File: src/include/ocd_pkg.sv
package ocd_pkg;
  // Register indices; byte address is four times the index
  localparam logic [8:0] OCD_IDX_CH1_CNT = 9'h193;
  localparam logic [8:0] OCD_IDX_CH1_CTRL = 9'h194;
  localparam logic [8:0] OCD_IDX_CH1_ROUTE = 9'h195;
  localparam logic [8:0] OCD_IDX_CH2_CNT = 9'h196;
  localparam logic [8:0] OCD_IDX_CH2_CTRL = 9'h197;
  localparam logic [8:0] OCD_IDX_CH2_ROUTE = 9'h198;
  localparam logic [8:0] OCD_IDX_INSEL = 9'h1e1;
  localparam logic [8:0] OCD_IDX_STATUS = 9'h1f0;
  // Routing register fields
  localparam int OCD_RT_DIRECT = 1;
  localparam int OCD_RT_DUTY_OFF = 0;
  // Control register fields
  localparam int OCD_CT_BYPASS = 7;
  localparam int OCD_CT_NOSYNC = 6;
  localparam int OCD_CT_FORCE = 5;
  localparam int OCD_CT_START = 4;
  localparam int OCD_CT_PH_LSB = 0;
  // Count register fields: high in low nibble, low in high nibble
  localparam int OCD_CN_HI_LSB = 0;
  localparam int OCD_CN_LO_LSB = 4;
  // Status register fields
  localparam int OCD_ST_OUT_LSB = 0;
  localparam int OCD_ST_RUN_LSB = 2;
  localparam int OCD_ST_SYNC = 4;
  // Reset values
  localparam logic [7:0] OCD_RST_ROUTE = 8'h00;
  localparam logic [7:0] OCD_RST_CTRL = 8'h00;
  localparam logic [7:0] OCD_RST_CNT = 8'h00;
  localparam logic [1:0] OCD_RST_INSEL = 2'h0;
  // Input select codes
  localparam logic [1:0] OCD_SEL_EXT = 2'h0;
  localparam logic [1:0] OCD_SEL_NONE = 2'h1;
  localparam logic [1:0] OCD_SEL_OSC = 2'h2;
  // Timing counts in divider input cycles
  localparam logic [4:0] OCD_ONE_CYC = 5'h01;
  localparam logic [4:0] OCD_PERIOD_EXTRA = 5'h02;
  // Divider sequencer states
  typedef enum logic [1:0] {
    OCD_HOLD = 2'b00,
    OCD_DELAY = 2'b01,
    OCD_RUN = 2'b10
  } ocd_state_t;
endpackage

File: src/core/ocd_top.sv
`timescale 1ns/1ps
////////////////////////////////////////////////////////////////////////////////
// What this block does
// - Direct bit clear: outputs from divider
// - Direct with select 10b: oscillator to outputs
// - Direct with select 00b: external clock out
// - Select 01b: direct bit has no effect
// - Correction disable clear: duty correction on
// - Correction disable set: raw high/low counts
// - Low phase lasts low count plus one
// - High phase lasts high count plus one
// - Bypass powers divider down, passes input through
// - Sync-ignore clear: divider obeys chip sync
// - Sync-ignore set: chip sync disregarded entirely
// - Force bit ignored while bypass set
// - Four-bit phase offset field, reset zero
// - Forced level always high, as forcing needs the force bit set
// - Start bit picks first output level
module ocd_top (
  // Clock and reset
  input wire logic clk,
  input wire logic rst_n,
  // Wishbone classic slave
  input wire logic wb_cyc_i,
  input wire logic wb_stb_i,
  input wire logic wb_we_i,
  input wire logic [10:0] wb_adr_i,
  input wire logic [3:0] wb_sel_i,
  input wire logic [31:0] wb_dat_i,
  output logic [31:0] wb_dat_o,
  output logic wb_ack_o,
  // Clock sources and chip sync pins
  input wire logic internal_oscillator,
  input wire logic ext_clk_in,
  input wire logic sync_n,
  // Output pairs
  output logic channel_one_out_a,
  output logic channel_one_out_b,
  output logic channel_two_out_a,
  output logic channel_two_out_b
);
  import ocd_pkg::*;

  //////////////////////////////////////////////////////////////////////////////
  // Reset release
  logic rst_meta_q; // First reset stage
  logic rst_sync_q; // Reset used by the whole design

  // Release through two flops; assertion stays asynchronous
  // A release close to an edge can go metastable in the first stage,
  // so only the second stage fans out to the rest of the design
  always_ff @(posedge clk or negedge rst_n) begin
    if (!rst_n) begin
      rst_meta_q <= 1'b0;
      rst_sync_q <= 1'b0;
    end else begin
      rst_meta_q <= 1'b1;
      rst_sync_q <= rst_meta_q;
    end
  end

  //////////////////////////////////////////////////////////////////////////////
  // Pin inputs
  // All pins are asynchronous to clk
  logic osc_lvl; // Filtered oscillator level
  logic ext_lvl; // Filtered external clock level
  logic sync_lvl; // Filtered chip sync, active high
  logic sync_raw; // Chip sync pin, turned active high

  // Clock pins are sampled by clk, so a source must run well below
  // a quarter of the clk rate or edges are lost in the filter
  // Each pin costs about four clk of latency before logic sees it
  ocd_sync u_sync_osc (
    .clk(clk),
    .rst_n(rst_sync_q),
    .pin(internal_oscillator),
    .level(osc_lvl)
  );

  ocd_sync u_sync_ext (
    .clk(clk),
    .rst_n(rst_sync_q),
    .pin(ext_clk_in),
    .level(ext_lvl)
  );

  // Inverted ahead of the filter so its reset level is the idle level;
  // a filter that came out of reset low would fake a sync pulse
  assign sync_raw = ~sync_n;

  ocd_sync u_sync_chip (
    .clk(clk),
    .rst_n(rst_sync_q),
    .pin(sync_raw),
    .level(sync_lvl)
  );

  //////////////////////////////////////////////////////////////////////////////
  // Register storage
  logic [7:0] route_q [2]; // Direct route and correction disable
  logic [7:0] ctrl_q [2]; // Bypass, sync-ignore, force, start, phase
  logic [7:0] cnt_q [2]; // High and low counts
  logic [1:0] insel_q; // Divider input select
  logic [8:0] idx; // Word index of the access
  logic req; // New bus request this cycle
  logic wr_lane0; // Write touching the only populated lane

  // Byte address bits [1:0] are ignored; registers sit on word bounds
  assign idx = wb_adr_i[10:2];
  // A request seen while ack is high is the tail of the last one
  assign req = wb_cyc_i & wb_stb_i & ~wb_ack_o;
  // Writes with lane 0 disabled are acked but change nothing
  assign wr_lane0 = req & wb_we_i & wb_sel_i[0];

  // Register index of a given kind for a channel
  // Kind 0 is routing, 1 control, anything else the count pair
  function automatic logic [8:0] ocd_idx(input int kind, input int ch);
    logic [8:0] r;
    r = 9'h000;
    unique case (kind)
      0: r = (ch == 0) ? OCD_IDX_CH1_ROUTE : OCD_IDX_CH2_ROUTE;
      1: r = (ch == 0) ? OCD_IDX_CH1_CTRL : OCD_IDX_CH2_CTRL;
      default: r = (ch == 0) ? OCD_IDX_CH1_CNT : OCD_IDX_CH2_CNT;
    endcase
    return r;
  endfunction

  // Per-channel registers; upper byte lanes carry nothing
  // Reset leaves every channel dividing by two from the external clock
  // Routing keeps only its two defined bits; the rest read zero
  // Counts and control take the full byte
  for (genvar c = 0; c < 2; c++) begin : g_regs
    always_ff @(posedge clk or negedge rst_sync_q) begin
      if (!rst_sync_q) begin
        route_q[c] <= OCD_RST_ROUTE;
        ctrl_q[c] <= OCD_RST_CTRL;
        cnt_q[c] <= OCD_RST_CNT;
      end else if (wr_lane0) begin
        if (idx == ocd_idx(0, c)) begin
          route_q[c] <= {6'h00, wb_dat_i[1:0]};
        end
        if (idx == ocd_idx(1, c)) begin
          ctrl_q[c] <= wb_dat_i[7:0];
        end
        if (idx == ocd_idx(2, c)) begin
          cnt_q[c] <= wb_dat_i[7:0];
        end
      end
    end
  end

  // Input select register
  // Select code 11 is stored as written but acts like 01
  always_ff @(posedge clk or negedge rst_sync_q) begin
    if (!rst_sync_q) begin
      insel_q <= OCD_RST_INSEL;
    end else if (wr_lane0 && idx == OCD_IDX_INSEL) begin
      insel_q <= wb_dat_i[1:0];
    end
  end

  //////////////////////////////////////////////////////////////////////////////
  // Divider input selection
  logic src_lvl; // Selected divider input level
  logic src_prev_q; // Previous input level
  logic src_rise; // One-cycle pulse per input clock
  logic sync_act; // Chip sync asserted

  // Oscillator only when selected; external clock otherwise
  // Select 01 and 11 keep the external clock on the divider
  assign src_lvl = (insel_q == OCD_SEL_OSC) ? osc_lvl : ext_lvl;
  // The pulse lags the pin by the filter latency, but both channels
  // see the same pulse, so their relative phase is exact
  assign src_rise = src_lvl & ~src_prev_q;
  assign sync_act = sync_lvl;

  // Edge detect on the filtered level, never on a raw stage
  always_ff @(posedge clk or negedge rst_sync_q) begin
    if (!rst_sync_q) begin
      src_prev_q <= 1'b0;
    end else begin
      src_prev_q <= src_lvl;
    end
  end

  //////////////////////////////////////////////////////////////////////////////
  // Channel dividers and output pairs
  logic [1:0] div_lvl; // Divider output levels
  logic [1:0] running; // Divider counting
  logic [1:0] direct; // Direct route in effect
  logic [1:0] forced; // Static level in effect
  logic [1:0] out_q; // Output pair, true side
  logic [1:0] out_n_q; // Output pair, complement side

  // Both channels share one input pulse and one sync
  for (genvar c = 0; c < 2; c++) begin : g_chan
    ocd_chan u_chan (
      .clk(clk),
      .rst_n(rst_sync_q),
      .src_rise(src_rise),
      .low_cnt(cnt_q[c][OCD_CN_LO_LSB +: 4]),
      .high_cnt(cnt_q[c][OCD_CN_HI_LSB +: 4]),
      .phase(ctrl_q[c][OCD_CT_PH_LSB +: 4]),
      .dcc_off(route_q[c][OCD_RT_DUTY_OFF]),
      .bypass(ctrl_q[c][OCD_CT_BYPASS]),
      .nosync(ctrl_q[c][OCD_CT_NOSYNC]),
      .start_high(ctrl_q[c][OCD_CT_START]),
      .sync_act(sync_act),
      .div_lvl(div_lvl[c]),
      .running(running[c])
    );

    // Select 01b and the undefined 11b leave the divider in the path
    assign direct[c] = route_q[c][OCD_RT_DIRECT]
      && (insel_q == OCD_SEL_OSC || insel_q == OCD_SEL_EXT);
    // Forcing needs sync-ignore, and bypass overrides it
    assign forced[c] = ctrl_q[c][OCD_CT_NOSYNC] && ctrl_q[c][OCD_CT_FORCE]
      && !ctrl_q[c][OCD_CT_BYPASS];

    // Output pair: direct route, bypass, forced level, then divider
    // Direct route outranks bypass, so a direct pair ignores the divider
    // Forced level comes only with sync-ignore set, as forced[c] itself requires it
    // The complement side is a flop of its own, not an inverter on out_q,
    // so both pins switch on the same edge
    always_ff @(posedge clk or negedge rst_sync_q) begin
      if (!rst_sync_q) begin
        out_q[c] <= 1'b0;
        out_n_q[c] <= 1'b1;
      end else if (direct[c] && insel_q == OCD_SEL_OSC) begin
        out_q[c] <= osc_lvl;
        out_n_q[c] <= ~osc_lvl;
      end else if (direct[c]) begin
        out_q[c] <= ext_lvl;
        out_n_q[c] <= ~ext_lvl;
      end else if (ctrl_q[c][OCD_CT_BYPASS]) begin
        out_q[c] <= src_lvl;
        out_n_q[c] <= ~src_lvl;
      end else if (forced[c]) begin
        out_q[c] <= ctrl_q[c][OCD_CT_FORCE];
        out_n_q[c] <= ~ctrl_q[c][OCD_CT_FORCE];
      end else begin
        out_q[c] <= div_lvl[c];
        out_n_q[c] <= ~div_lvl[c];
      end
    end
  end

  assign channel_one_out_a = out_q[0];
  assign channel_one_out_b = out_n_q[0];
  assign channel_two_out_a = out_q[1];
  assign channel_two_out_b = out_n_q[1];
  // Pins are straight flop outputs, with no logic after the flops

  //////////////////////////////////////////////////////////////////////////////
  // Bus answer
  logic [7:0] rd_byte; // Addressed register contents
  logic ack_q; // Acknowledge flop
  logic [31:0] dat_q; // Read data flop

  // Read mux; unmapped words read zero
  // Later matches win; no two indices collide
  // Status is live: output levels, divider activity and sync
  always_comb begin
    rd_byte = 8'h00;
    for (int c = 0; c < 2; c++) begin
      if (idx == ocd_idx(0, c)) begin
        rd_byte = route_q[c];
      end
      if (idx == ocd_idx(1, c)) begin
        rd_byte = ctrl_q[c];
      end
      if (idx == ocd_idx(2, c)) begin
        rd_byte = cnt_q[c];
      end
    end
    if (idx == OCD_IDX_INSEL) begin
      rd_byte = {6'h00, insel_q};
    end
    if (idx == OCD_IDX_STATUS) begin
      rd_byte = 8'h00;
      rd_byte[OCD_ST_OUT_LSB +: 2] = out_q;
      rd_byte[OCD_ST_RUN_LSB +: 2] = running;
      rd_byte[OCD_ST_SYNC] = sync_act;
    end
  end

  // One-cycle ack for every request, mapped or not
  // Ack is registered: every request costs one wait state, which keeps
  // the read mux off the bus output path
  // Read data holds until the next read, so a write leaves it as it was
  always_ff @(posedge clk or negedge rst_sync_q) begin
    if (!rst_sync_q) begin
      ack_q <= 1'b0;
      dat_q <= 32'h0000_0000;
    end else begin
      ack_q <= req;
      if (req && !wb_we_i) begin
        dat_q <= {24'h00_0000, rd_byte};
      end
    end
  end
  assign wb_ack_o = ack_q;
  assign wb_dat_o = dat_q;

  for (genvar c = 0; c < 2; c++) begin : g_chk

  end
endmodule // ocd_top

File: src/core/ocd_sync.sv
`timescale 1ns/1ps
module ocd_sync (
  // Clock and reset
  input wire logic clk,
  input wire logic rst_n,
  // Asynchronous level in, filtered level out
  input wire logic pin,
  output logic level
);
  logic s1_q; // Metastable stage, read by s2 only
  logic s2_q;
  logic s3_q;
  logic lvl_q; // Accepted level

  // Three stages; a change counts once stages two and three agree
  always_ff @(posedge clk or negedge rst_n) begin
    if (!rst_n) begin
      s1_q <= 1'b0;
      s2_q <= 1'b0;
      s3_q <= 1'b0;
      lvl_q <= 1'b0;
    end else begin
      s1_q <= pin;
      s2_q <= s1_q;
      s3_q <= s2_q;
      if (s2_q == s3_q) begin
        lvl_q <= s3_q;
      end
    end
  end
  assign level = lvl_q;
endmodule // ocd_sync

File: src/core/ocd_chan.sv
`timescale 1ns/1ps
module ocd_chan (
  // Clock and reset
  input wire logic clk,
  input wire logic rst_n,
  // Divider input clock edge
  input wire logic src_rise,
  // Configuration
  input wire logic [3:0] low_cnt,
  input wire logic [3:0] high_cnt,
  input wire logic [3:0] phase,
  input wire logic dcc_off,
  input wire logic bypass,
  input wire logic nosync,
  input wire logic start_high,
  // Chip-level sync, active high here
  input wire logic sync_act,
  // Divider state
  output logic div_lvl,
  output logic running
);
  import ocd_pkg::*;
  ocd_state_t st_q; // Sequencer state
  logic [4:0] cnt_q; // Input cycles in this phase
  logic lvl_q; // Divider output level
  logic [5:0] total; // Full period in input cycles, up to 32
  logic [4:0] hi_len;
  logic [4:0] lo_len;
  logic [4:0] cur_len;
  logic [4:0] ph_last;
  logic halt; // Held by sync or bypass

  // Phase lengths; correction evens out the two halves
  always_comb begin
    total = 6'(low_cnt) + 6'(high_cnt) + 6'(OCD_PERIOD_EXTRA);
    if (dcc_off) begin
      hi_len = 5'(high_cnt) + OCD_ONE_CYC;
      lo_len = 5'(low_cnt) + OCD_ONE_CYC;
    end else begin
      hi_len = 5'(total >> 1);
      lo_len = 5'(total - 6'(hi_len));
    end
    cur_len = lvl_q ? hi_len : lo_len;
    ph_last = 5'(phase) - OCD_ONE_CYC;
    halt = (sync_act & ~nosync) | bypass;
  end

  // Sequencer: hold, phase delay, then alternate low and high
  always_ff @(posedge clk or negedge rst_n) begin
    if (!rst_n) begin
      st_q <= OCD_HOLD;
      cnt_q <= 5'h00;
      lvl_q <= 1'b0;
    end else if (halt) begin
      st_q <= OCD_HOLD;
      cnt_q <= 5'h00;
      lvl_q <= start_high;
    end else begin
      unique case (st_q)
        OCD_HOLD: begin
          cnt_q <= 5'h00;
          lvl_q <= start_high;
          st_q <= (phase == 4'h0) ? OCD_RUN : OCD_DELAY;
        end
        OCD_DELAY: begin
          if (src_rise) begin
            cnt_q <= (cnt_q == ph_last) ? 5'h00 : cnt_q + OCD_ONE_CYC;
            if (cnt_q == ph_last) begin
              st_q <= OCD_RUN;
            end
          end
        end
        OCD_RUN: begin
          if (src_rise && cnt_q >= cur_len - OCD_ONE_CYC) begin
            lvl_q <= ~lvl_q;
            cnt_q <= 5'h00;
          end else if (src_rise) begin
            cnt_q <= cnt_q + OCD_ONE_CYC;
          end
        end
        default: st_q <= OCD_HOLD;
      endcase
    end
  end
  assign div_lvl = lvl_q;
  assign running = (st_q == OCD_RUN);
endmodule // ocd_chan

File: config.mk
export PLATFORM = sky130hd
export DESIGN_NAME = ocd_top
export DESIGN_NICKNAME = d
export VERILOG_FILES = /design/src/include/ocd_pkg.sv /design/src/core/ocd_top.sv /design/src/core/ocd_sync.sv /design/src/core/ocd_chan.sv
export SDC_FILE = /design/constraint.sdc
export NUM_CORES = 1
export LEC_CHECK = 0
export CORE_MARGIN = 5
export CORE_UTILIZATION = 45
export CTS_CLUSTER_DIAMETER = 80
export DETAILED_ROUTE_END_ITERATION = 16
export DONT_BUFFER_PORTS = 1
export GPL_ROUTABILITY_DRIVEN = 0
export PLACE_DENSITY = 0.57
export SLEW_MARGIN = 20
export SYNTH_ARGS = -nofsm -noshare
export SYNTH_HDL_FRONTEND = slang
export SYNTH_SLANG_ARGS = --single-unit
File: constraint.sdc
create_clock -name clk -period 3.42 [get_ports clk]
set_input_delay 0 -clock clk [delete_from_list [all_inputs] [get_ports clk]]
set_output_delay 0 -clock clk [all_outputs]
set_load 0.005 [all_outputs]
==> key figures, run 1 <==
Status
  • Outcome: finished with violations
  • Failing checks: hold timing, setup timing

Timing
  • Min Tclk post-route: 4.28 ns
  • Clock Skews: roughly 0.0065 ns
  • RSZ-0062 raised after global routing: yes
  • Worst-margin pin slew: 0.712 ns
  • Fin crit share: 125%
  • Setup_tns: -9.57 ns
  • Worst slew margin: 51.1%
  • FMAX: 234 MHz
  • Hold Slack: -0.00601 ns
  • Pins Over Slew Limit: 0
  • Setup Viol. Count Final: 12
  • Post-route setup slack: -0.859 ns
  • Count of final hold-check violations: 1

Die
  • Die height: 123 um
  • Initial Utilization: 45.8%
  • Die W: 123 um
  • Number of I/O pins: between 90 and 100
  • Full die area: 0.0152 mm2
  • Std-Cell Core Area: 0.0126 mm2
  • FP Rows: 41

Global routing
  • Largest net degree at the start of global routing: 81
  • Global route overflow: 0
  • First-pass GRT wire length: between 20 and 25 mm
  • Vias in the first global route: 4600
  • Antenna violations before repair: 0
  • Tot GR Track Use: 20.3%

Logic synthesis
  • Seq/Total Area, Yosys: 35.7%
  • Async SR Flop Fraction: 100%
  • Post-synth EDFFs: 0
  • Syn Inst Count: between 500 and 600
  • Area share of and/or/nand/nor cells after synthesis: 13.3%
  • Synth Register Bits: 82
  • Largest family of logic cells by synthesized area: compound AO/OA/AOI/OAI gates
  • Post-synthesis compound-gate area fraction: 14.8%
  • Mapped Area: 0.00576 mm2
  • Syn avg cell area: 9.97 um2
  • Synth unique cells: between 60 and 70
  • XOR/XNOR Fraction of Synth Area: 5.48%
  • Most used DFF post-synth: dfrtp_1
  • Adder-Cell Fraction of Synth Area: 12.3%
  • Synth Warn #: 0
  • Mux cell area share after synthesis: 11.0%

Worst setup path
  • Crit path max fanout: 5
  • Crit end category: flip-flop
  • Kind of critical path: reg2reg
  • CP peak stage delay: approximately 0.58 ns
  • Critical-path cell list: inv_1, ha_1, inv_1, ha_2, inv_2, fa_2, inv_2, ha_4, a21o_1, a31oi_1, xor2_1, mux4_2, nand3_2, xnor2_2, ha_2, or4_4, o221ai_4, nand2_4, a221oi_2, a21o_1
  • Setup crit start kind: flip-flop
  • Slowest stage cell, crit path: fa_2
  • Arrival time worst endpoint: around 4.6 ns
  • CP Data Required Time: between 3 and 4 ns

Job
  • Max_cap viols: 0

Final layout
  • Ant. Diodes: 0
  • Design Area, Final: a little under 0.007 mm2
  • Nets: 742
  • Most frequent cells in the layout: dfrtp_1, buf_4, inv_1
  • P&R area growth vs syn: 20.3%
  • Share of layout cells above drive strength 1: between 20% and 30%
  • Non-filler cells, final: around 800
  • Most common cell after layout, fill and taps aside: dfrtp_1

Routing
  • DRC: 0
  • WL per Instance: 17.9 um
  • Detailed-route via count: between 4000 and 5000
  • Starting DRT DRC Count: 257
  • Post-route ant nets: 0
  • Vias per inst: 5.54
  • TritonRoute pass-1 iters: 4
  • Routed WL: around 15 mm

Clock tree
  • Skew-Pair Late Insertion Delay: 0.35 ns
  • CTS tree: yes
  • Root Driver: clkbuf_16
  • Total CTS buffers: 9
  • Reg clk slew, reported paths: 0.07 ns
  • Clock sink total: slightly above 80
  • H-tree levels: 3
  • Longest Clk Path Bufs: 2

Pwr
  • Pwr/cell area: 360 mW/mm2
  • P_leak: 3.09 nW
  • Total power: 2.49 mW
  • Max IR drop VDD: 0.340 mV

Worst hold path
  • Hold crit path type: in2reg

Placed design
  • Hpwl dp: 10.9 mm
  • DP Cell Count: 769
  • I/O Buffers: 0
  • Area after DPL: between 0.006 and 0.007 mm2
-- Yosys cell counts (all sizes together), types with 2 or more instances --
| library cell | count | area (um2) |
|---|---|---|
| o31ai | 4 | 35.0 |
| o41ai | 3 | 48.8 |
| mux2i | 6 | 60.1 |
| xor2 | 12 | 105 |
| conb | 2 | 7.51 |
| or4 | 2 | 15.0 |
| nand2 | 37 | 141 |
| and2 | 2 | 12.5 |
| or2 | 5 | 31.3 |
| o2111ai | 4 | 35.0 |
| or3b | 2 | 20.0 |
| o211ai | 7 | 52.6 |
| nand3 | 20 | 105 |
| buf | 29 | 205 |
| dfrtp | 80 | 2000 |
| maj3 | 3 | 30.0 |
| nor2b | 10 | 72.6 |
| mux2 | 41 | 462 |
| nor2 | 30 | 118 |
| a22o | 2 | 17.5 |
| ha | 48 | 601 |
| inv | 48 | 180 |
| nand2b | 6 | 37.5 |
| o21a | 4 | 30.0 |
| a211oi | 3 | 22.5 |
| nand4b | 2 | 17.5 |
| a21boi | 3 | 22.5 |
| nand4 | 5 | 31.3 |
| nor3b | 2 | 15.0 |
| and3 | 4 | 25.0 |
| nor3 | 7 | 35.0 |
| o21ai | 21 | 105 |
| a22oi | 3 | 22.5 |
| clkbuf | 9 | 33.8 |
| a211o | 3 | 26.3 |
| xnor2 | 24 | 210 |
| o21ba | 2 | 20.0 |
| a221oi | 8 | 76.3 |
| a21o | 12 | 90.1 |
| dfstp | 2 | 52.6 |
| fa | 4 | 80.1 |
| or3 | 5 | 31.3 |
| a21oi | 31 | 155 |
| mux4 | 5 | 113 |
-- sequential cells by signal (all words and copies together), names as in the netlist, 2 cells and up --
name                   flops
cnt_q                     16
g_chan.u_chan.cnt_q       10
ctrl_q                    16
g_chan.u_chan.div_lvl      2
insel_q                    2
g_chan.u_chan.st_q         4
route_q                    4
wb_dat_o                   8
-- power breakdown --
part / switching [mW] / internal (mW) / leakage (nW)
combinational: 0.247 / 0.163 / 1.86
clock: 0.438 / 0.581 / 0.150
sequential: 0.0469 / 1.02 / 1.08
total: 0.732 / 1.76 / 3.09
-- worst max-delay path, delay by kind of cell (launching register included) --
family | cells | cell delay (ns)
and+or+nand+nor | 3 | 0.74
muxes | 1 | 0.49
xor gates and xnor gates | 2 | 0.16
DFF | 1 | 0.34
adders and majority gates | 5 | 1.42
AOI/OAI and AO/OA | 5 | 0.87
buffers and inverters | 4 | 0.21
-- cell type report --
type / instances / area [um2]
tap: 172 / 215
inverter: 48 / 183
clock buffer: 9 / 225
fill: 1109 / 5650
clock inverter: 7 / 86.3
timing repair buffer: 62 / 534
multi-input combinational: 432 / 3620
sequential: 82 / 2060
-- path summary, 6_finish.rpt --
check,slack (ns),startpoint,cells after the start,end
max,-0.86,cnt_q[1]$_DFFE_PN0P_,20,g_chan[1].u_chan.cnt_q[3]$_DFFE_PN0P_
min,-0.006,wb_adr_i[4],3,wb_dat_o[2]$_DFFE_PN0P_
max reg2reg,-0.86,cnt_q[1]$_DFFE_PN0P_,20,g_chan[1].u_chan.cnt_q[3]$_DFFE_PN0P_
min reg2reg,0.24,rst_sync_q$_DFF_PN0_,0,u_sync_ext.s3_q$_DFF_PN0_
max in group asynchronous,2.54,rst_sync_q$_DFF_PN0_,1,channel_two_out_b$_DFF_PN1_
min in group asynchronous,0.24,rst_sync_q$_DFF_PN0_,0,u_sync_ext.s3_q$_DFF_PN0_
-- metrics by stage --
stage | util, % | worst slack (ns)
global placement | 49.3 | -0.906
detailed placement | 49.3 | -1.04
global route | 55.1 | -1.14
finish | 55.1 | -0.859
CTS | 54.4 | -0.908
floorplan | - | -0.811
-- routing by layer --
metal,vias up,wire length (um),global-route usage (%)
met3,21,927,4.94
li1,2124,-,-
met5,-,0,0
met2,137,6970,33.3
met4,0,213,5.61
met1,2213,6420,26.9
-- timing repair --
action	4_1_cts	5_1_grt
gates resized for setup	22	10
hold endpoints to repair	47	0
setup endpoints to repair	12	12
hold buffers	18	0
pin swaps	19	13
buffers inserted	6	2
-- kinds of logic after synthesis --
kind of cell,Yosys count
and+or+nand+nor,144
AOI/OAI and AO/OA,120
buffers and inverters,86
DFF,82
adders and majority gates,55
muxes,52
xor gates and xnor gates,36
other,2
(Power assumes the default switching activity.)
==> inputs of run 2 (changes only) <==
--- a/config.mk
+++ b/config.mk
@@ -5,9 +5,9 @@
 export SDC_FILE = /design/constraint.sdc
 export NUM_CORES = 1
 export LEC_CHECK = 0
-export CORE_MARGIN = 5
 export CORE_UTILIZATION = 45
-export CTS_CLUSTER_DIAMETER = 80
+export CTS_BUF_LIST = sky130_fd_sc_hd__clkbuf_4 sky130_fd_sc_hd__clkbuf_8
+export CTS_CLUSTER_DIAMETER = 200
 export DETAILED_ROUTE_END_ITERATION = 16
 export DONT_BUFFER_PORTS = 1
 export GPL_ROUTABILITY_DRIVEN = 0
==> key figures, run 2 (synthesis results as in run 1) <==
Pwr
  • Clock power frac: 30.5%
  • Comb power frac: about a fifth
  • Max IR drop VDD: 0.276 mV
  • Total power: ~2.2 mW
  • P_leak: 3.07 nW
  • Sw frac: 32.2%
  • Cell Int Power: between 1 and 1.5 mW
  • Sequential share of power: 49.4%
  • Pwr/cell area: about 310 mW/mm2
  • Sw Pwr: 694 uW

Placed design
  • Area after DPL: 0.00621 mm2
  • Hpwl dp: 10.3 mm
  • Setup WS pre-CTS: -1.03 ns
  • DP Cell Count: 767
  • I/O Buffers: 0

Clock tree
  • Reg clk slew, reported paths: 0.10 ns
  • Total CTS buffers: 9
  • H-tree levels: 3
  • CTS tree: yes
  • Clock sink total: 82
  • Root Driver: clkbuf_8
  • Skew-Pair Late Insertion Delay: 0.38 ns
  • Longest Clk Path Bufs: 2

Timing
  • Pins Over Slew Limit: 0
  • Worst-margin pin slew: around 0.57 ns
  • Min Tclk post-route: 4.30 ns
  • Post-route setup slack: -0.882 ns
  • Count of final hold-check violations: 0
  • Setup Viol. Count Final: 12
  • FMAX: ~230 MHz
  • RSZ-0062 raised after global routing: yes
  • Clock Skews: 0.0122 ns
  • Fin crit share: 126%
  • Worst slew margin: just over 60%
  • Setup_tns: -9.62 ns

Worst setup path
  • Kind of critical path: reg2reg
  • Top cell by count, worst path: ha_4
  • Crit path from: cnt_q[9]$_DFFE_PN0P_
  • Critical-path cell list: inv_2, ha_4, inv_4, ha_4, inv_2, fa_2, fa_2, mux2_4, o21ai_4, ha_4, xor2_1, ha_1, or3_1, a21oi_2, o31ai_4, a2111oi_4, a221o_1
  • CP peak stage delay: 0.58 ns
  • Setup crit start kind: flip-flop
  • R2r startpoint: cnt_q[9]$_DFFE_PN0P_
  • CP Data Required Time: 3.74 ns
  • CP bufs+invs: 3
  • Crit end category: flip-flop
  • Cell family with most CP delay: adder cells
  • Arrival time worst endpoint: 4.63 ns
  • Slowest stage cell, crit path: fa_2
  • Crit path max fanout: 5

Final layout
  • Most common cell after layout, fill and taps aside: dfrtp_1
  • Design Area, Final: 0.00691 mm2
  • Biggest regs: cnt_q: 16 flops, ctrl_q: 16 flops, g_chan.u_chan.cnt_q: 10 flops
  • Non-filler cells, final: 819
  • P&R area growth vs syn: 20.1%
  • Nets: 752
  • Multi-input logic area: around 0.0037 mm2
  • Fill cells: 1103
  • Reg area: 0.00206 mm2
  • Share of layout cells above drive strength 1: 29.1%
  • Most frequent cells in the layout: dfrtp_1, buf_4, inv_1

Routing
  • WL per Instance: between 15 and 20 um
  • Post-route ant nets: 0
  • Starting DRT DRC Count: 145
  • TritonRoute pass-1 iters: 4
  • Routed WL: approximately 14 mm
  • Vias per inst: 5.47
  • Detailed-route via count: 4483
  • DRC: 0

Global routing
  • Vias in the first global route: 4559
  • First-pass GRT wire length: 23.1 mm
  • Antenna violations before repair: 1
  • Largest net degree at the start of global routing: 81
  • Tot GR Track Use: 23.0%
  • Global route overflow: 0

Job
  • Max_cap viols: 0

Status
  • Failing checks: setup timing
  • Outcome: finished with violations

Die
  • Std-Cell Core Area: approximately 0.012 mm2
  • Number of I/O pins: 92
  • FP Rows: 40
  • Die height: 115 um
  • Full die area: 0.0132 mm2
  • Die W: 115 um
  • Initial Utilization: 46.9%

Worst hold path
  • Hold crit path type: in2reg
  • Startpoint of the worst hold path: wb_adr_i[2]
==> run 2: changes by cell type in the layout (fill, tap and decap cells not counted), moves of 2 or more <==
cell        change
clkbuf_8        +9
a21oi_1         -2
clkbuf_16       -9
clkinvlp_4      +2
buf_4          +10
inv_8           -2
==> run 2: what timing repair did <==
| action | 4_1_cts | 5_1_grt |
|---|---|---|
| hold buffers | 19 | 0 |
| pin swaps | 20 | 13 |
| hold endpoints to repair | 50 | 0 |
| setup endpoints to repair | 12 | 12 |
| buffers inserted | 10 | 5 |
| gates resized for setup | 27 | 12 |
==> run 2: worst paths after layout <==
check	end	slack, ns	cells past startpoint
worst max-delay path	g_chan[0].u_chan.cnt_q[4]$_DFFE_PN0P_	-0.88	17
worst min-delay path	wb_dat_o[3]$_DFFE_PN0P_	0.008	3
worst max register to register	g_chan[0].u_chan.cnt_q[4]$_DFFE_PN0P_	-0.88	17
worst min register to register	u_sync_chip.s3_q$_DFF_PN0_	0.25	0
max in group asynchronous	channel_two_out_b$_DFF_PN1_	2.52	1
min in group asynchronous	u_sync_chip.s3_q$_DFF_PN0_	0.25	0
==> run 2: area by class of cell <==
type                       count  area share, %
clock inverter                 7          0.778
timing repair buffer          72           8.79
multi-input combinational    432           53.1
antenna                        1         0.0362
inverter                      48           2.64
sequential                    82           29.8
clock buffer                   9           1.79
tap                          168           3.04
==> run 2: worst register-to-register path: stages, from the launching register on <==
cell and delay (ns):
dfrtp_1 0.40, inv_2 0.08, ha_4 0.20, inv_4 0.05
ha_4 0.12, inv_2 0.04, fa_2 0.58, fa_2 0.43
mux2_4 0.29, o21ai_4 0.16, ha_4 0.17, xor2_1 0.16
ha_1 0.26, or3_1 0.40, a21oi_2 0.22, o31ai_4 0.12
a2111oi_4 0.43, a221o_1 0.16
==> run 2: power by group through the flow <==
stage                     logic (mW)  clock network [mW]  registers (mW)
final                          0.433               0.659            1.07
after global routing           0.485               0.712            1.07
after CTS                      0.399               0.677            1.08
after detailed placement       0.331                   0            1.10
after global placement         0.326                   0            1.10
after floorplan                0.286                   0            1.07
==> run 2: layer usage <==
metal	track usage [%]	wire length [um]
met2	37.4	6690
met4	7.71	319
met3	5.27	534
met5	0	0
met1	30.2	6560
==> run 2: metrics by stage <==
stage                     util, %  hold slack, ns
after floorplan                 -          -0.296
after global placement       50.7          -0.296
after detailed placement     50.7          -0.296
after CTS                    55.3         0.00258
after global routing         56.4          0.0302
final                        56.4         0.00826
==> inputs of run 3 (changes only) <==
--- a/config.mk
+++ b/config.mk
@@ -5,8 +5,8 @@
 export SDC_FILE = /design/constraint.sdc
 export NUM_CORES = 1
 export LEC_CHECK = 0
+export ABC_AREA = 1
 export CORE_UTILIZATION = 45
-export CTS_BUF_LIST = sky130_fd_sc_hd__clkbuf_4 sky130_fd_sc_hd__clkbuf_8
 export CTS_CLUSTER_DIAMETER = 200
 export DETAILED_ROUTE_END_ITERATION = 16
 export DONT_BUFFER_PORTS = 1
==> key figures, run 3 <==
Status
  • Outcome: finished with violations
  • Failing checks: hold timing, setup timing

Logic synthesis
  • Synth Warn #: 0
  • Most common cell in the synthesized netlist: nand2_1
  • Syn Inst Count: 770
  • Cell taking the most area after synthesis: dfrtp_1
  • Seq/Total Area, Yosys: 35.0%
  • Largest cells by area after synthesis: dfrtp_1, nand2_1, ha_1, inv_1, o21ai_0
  • Async SR Flop Fraction: 100%
  • Mapped Area: 0.00586 mm2
  • Post-synth top area share: 34.2%
  • Syn avg cell area: 7.61 um2
  • Synth unique cells: 46
  • Most used DFF post-synth: dfrtp_1
  • Synth Register Bits: 82
  • Post-synth EDFFs: 0
  • Synth cell count leaders: nand2_1, inv_1, dfrtp_1

Worst setup path
  • Crit end category: flip-flop
  • Worst Reg-to-Reg Cells: 21
  • Reg2Reg Setup Slack: -0.39 ns
  • CP Data Required Time: 3.68 ns
  • Worst R2R End: g_chan[0].u_chan.cnt_q[0]$_DFFE_PN0P_
  • Setup crit start kind: flip-flop
  • R2r startpoint: cnt_q[13]$_DFFE_PN0P_
  • Crit path max fanout: 4
  • Arrival time worst endpoint: 4.07 ns
  • Kind of critical path: reg2reg

Placed design
  • Area after DPL: 0.00625 mm2
  • I/O Buffers: 0
  • Hpwl dp: 11.2 mm
  • Setup WS pre-CTS: -0.517 ns

Clock tree
  • CTS tree: yes
  • Reg clk slew, reported paths: 0.07 ns
  • Skew-Pair Late Insertion Delay: 0.33 ns
  • Total CTS buffers: 9
  • Root Driver: clkbuf_16
  • Longest Clk Path Bufs: 2
  • H-tree levels: 3
  • Clock sink total: between 80 and 90

Timing
  • Hold Slack: -0.00506 ns
  • Pins Over Slew Limit: 0
  • Worst-margin pin slew: 0.779 ns
  • FMAX: 262 MHz
  • RSZ-0062 raised after global routing: yes
  • Setup Viol. Count Final: 12
  • Count of final hold-check violations: 2
  • Fin crit share: 112%
  • Post-route setup slack: -0.395 ns
  • Worst slew margin: 47.6%
  • Clock Skews: 0.00807 ns
  • Min Tclk post-route: around 3.8 ns

Global routing
  • Vias in the first global route: 5107
  • First-pass GRT wire length: 24.8 mm
  • Antenna violations before repair: 0
  • Tot GR Track Use: 23.8%
  • Global route overflow: 0
  • Largest net degree at the start of global routing: 81

Routing
  • Routed WL: around 14 mm
  • Detailed-route via count: slightly above 5000
  • Vias per inst: around 5.1
  • DRC: 0
  • WL per Instance: 14.3 um
  • Post-route ant nets: 0
  • Starting DRT DRC Count: about 340
  • TritonRoute pass-1 iters: 5

Worst hold path
  • Hold crit path type: in2reg
  • Hold Crit Depth: 2
  • Hold path endpoint: ctrl_q[0]$_DFFE_PN0P_
  • Startpoint of the worst hold path: wb_dat_i[0]

Pwr
  • Max IR drop VDD: 0.222 mV
  • Pwr/cell area: roughly 400 mW/mm2
  • Clock power frac: 35.0%
  • Sequential share of power: 39.5%
  • Comb power frac: 25.5%
  • Sw Pwr: 904 uW
  • Sw frac: 32.1%
  • P_leak: between 3 and 4 nW
  • Cell Int Power: 1.91 mW

Die
  • Initial Utilization: 46.3%
  • Std-Cell Core Area: 0.0127 mm2
  • Full die area: 0.0135 mm2
  • Die height: 116 um
  • Die W: ~120 um
  • FP Rows: 41
  • Number of I/O pins: 92

Final layout
  • P&R area growth vs syn: 19.2%
  • Most frequent cells in the layout: nand2_1, inv_1, dfrtp_1
  • Nets: around 940
  • Design Area, Final: around 0.007 mm2
  • Share of layout cells above drive strength 1: between 10% and 20%
  • Most common cell after layout, fill and taps aside: nand2_1
  • Ant. Diodes: 0
  • Biggest regs: cnt_q: 16 flops, ctrl_q: 16 flops, g_chan.u_chan.cnt_q: 10 flops

Job
  • Max_cap viols: 0
-- run 3: cell count changes after synthesis, moves of 15 or more --
cell     delta
o21ai_0    +55
xnor2_1    -15
mux2_2     -40
inv_1      +60
nand3_1    +33
nand2_1   +158
-- run 3: worst max-delay path by stage --
stage	from	to	slack [ns]
final	cnt_q[13]$_DFFE_PN0P_	g_chan[0].u_chan.cnt_q[0]$_DFFE_PN0P_	-0.39
after global routing	cnt_q[13]$_DFFE_PN0P_	g_chan[0].u_chan.cnt_q[0]$_DFFE_PN0P_	-0.68
after CTS	cnt_q[1]$_DFFE_PN0P_	g_chan[1].u_chan.cnt_q[2]$_DFFE_PN0P_	-0.40
after detailed placement	cnt_q[5]$_DFFE_PN0P_	g_chan[1].u_chan.cnt_q[0]$_DFFE_PN0P_	-0.52
after global placement	cnt_q[5]$_DFFE_PN0P_	g_chan[1].u_chan.cnt_q[0]$_DFFE_PN0P_	-0.39
after floorplan	cnt_q[5]$_DFFE_PN0P_	g_chan[1].u_chan.cnt_q[0]$_DFFE_PN0P_	-0.25
-- run 3: power groups by stage --
stage,clock [mW],combinational [mW],sequential (mW)
floorplan,0,0.494,1.11
global placement,0,0.570,1.14
detailed placement,0,0.597,1.14
CTS,1.01,0.661,1.13
global route,1.05,0.820,1.12
finish,0.987,0.718,1.11
-- run 3: final cells by class --
class / instances / area [um2]
clock buffer: 11 / 243
clock inverter: 5 / 62.6
fill: 1252 / 5680
inverter: 113 / 427
multi-input combinational: 565 / 3490
sequential: 82 / 2060
tap: 172 / 215
timing repair buffer: 58 / 495
-- run 3: critical path, stage by stage (launching register included) --
cell and delay (ns):
dfrtp_1 0.39, inv_2 0.08, ha_4 0.20, inv_2 0.06, ha_4 0.12, inv_2 0.04, fa_2 0.49, fa_1 0.51
a21oi_2 0.05, a22oi_1 0.17, inv_1 0.08, ha_2 0.20, buf_4 0.13, xor2_1 0.16, ha_1 0.33, a21oi_2 0.14
o2111ai_2 0.13, nand2_1 0.09, nand2_1 0.07, nand2_2 0.09, nand2_4 0.07, o21ai_2 0.14
-- run 3: through the flow --
step	setup TNS (ns)	std cells	hold WS, ns	total power [mW]	util (%)
6_report	-4.13	1006	-0.00506	2.82	55.1
5_1_grt	-7.30	1006	0.0117	2.99	55.1
4_1_cts	-4.47	1002	0.00101	2.80	53.7
3_5_place_dp	-5.49	966	-0.296	1.74	49.4
3_3_place_gp	-4.44	966	-0.296	1.71	49.4
2_1_floorplan	-2.80	793	-0.296	1.60	-
-- run 3: timing repair --
item,4_1_cts,5_1_grt
setup buffers,4,3
pin swaps,23,23
cloned,0,0
hold endpoints to repair,36,0
hold buffers,16,0
resized for setup,13,39
setup endpoints to repair,12,12
-- run 3: cells by family (layout without fill, tap and decap cells) --
kind of cell	after synthesis	count (layout)	synth area share [%]
other cells	2	25	0.128
xor+xnor	23	23	3.44
simple gates	318	318	24.3
compound gates	143	143	13.6
buf+inv	146	187	11.2
fa+ha+maj	55	55	12.1
flops	82	82	35.0
mux	1	1	0.192
-- run 3: layer usage --
metal | share of wire [%] | wire length [um] | up-vias | track usage (%)
met2 | 50 | 7270 | 122 | 42.1
met4 | 1.3 | 194 | 0 | 6.84
met3 | 4.3 | 622 | 17 | 3.74
met5 | 0 | 0 | - | 0
met1 | 44 | 6350 | 2401 | 30.0
li1 | - | - | 2590 | -
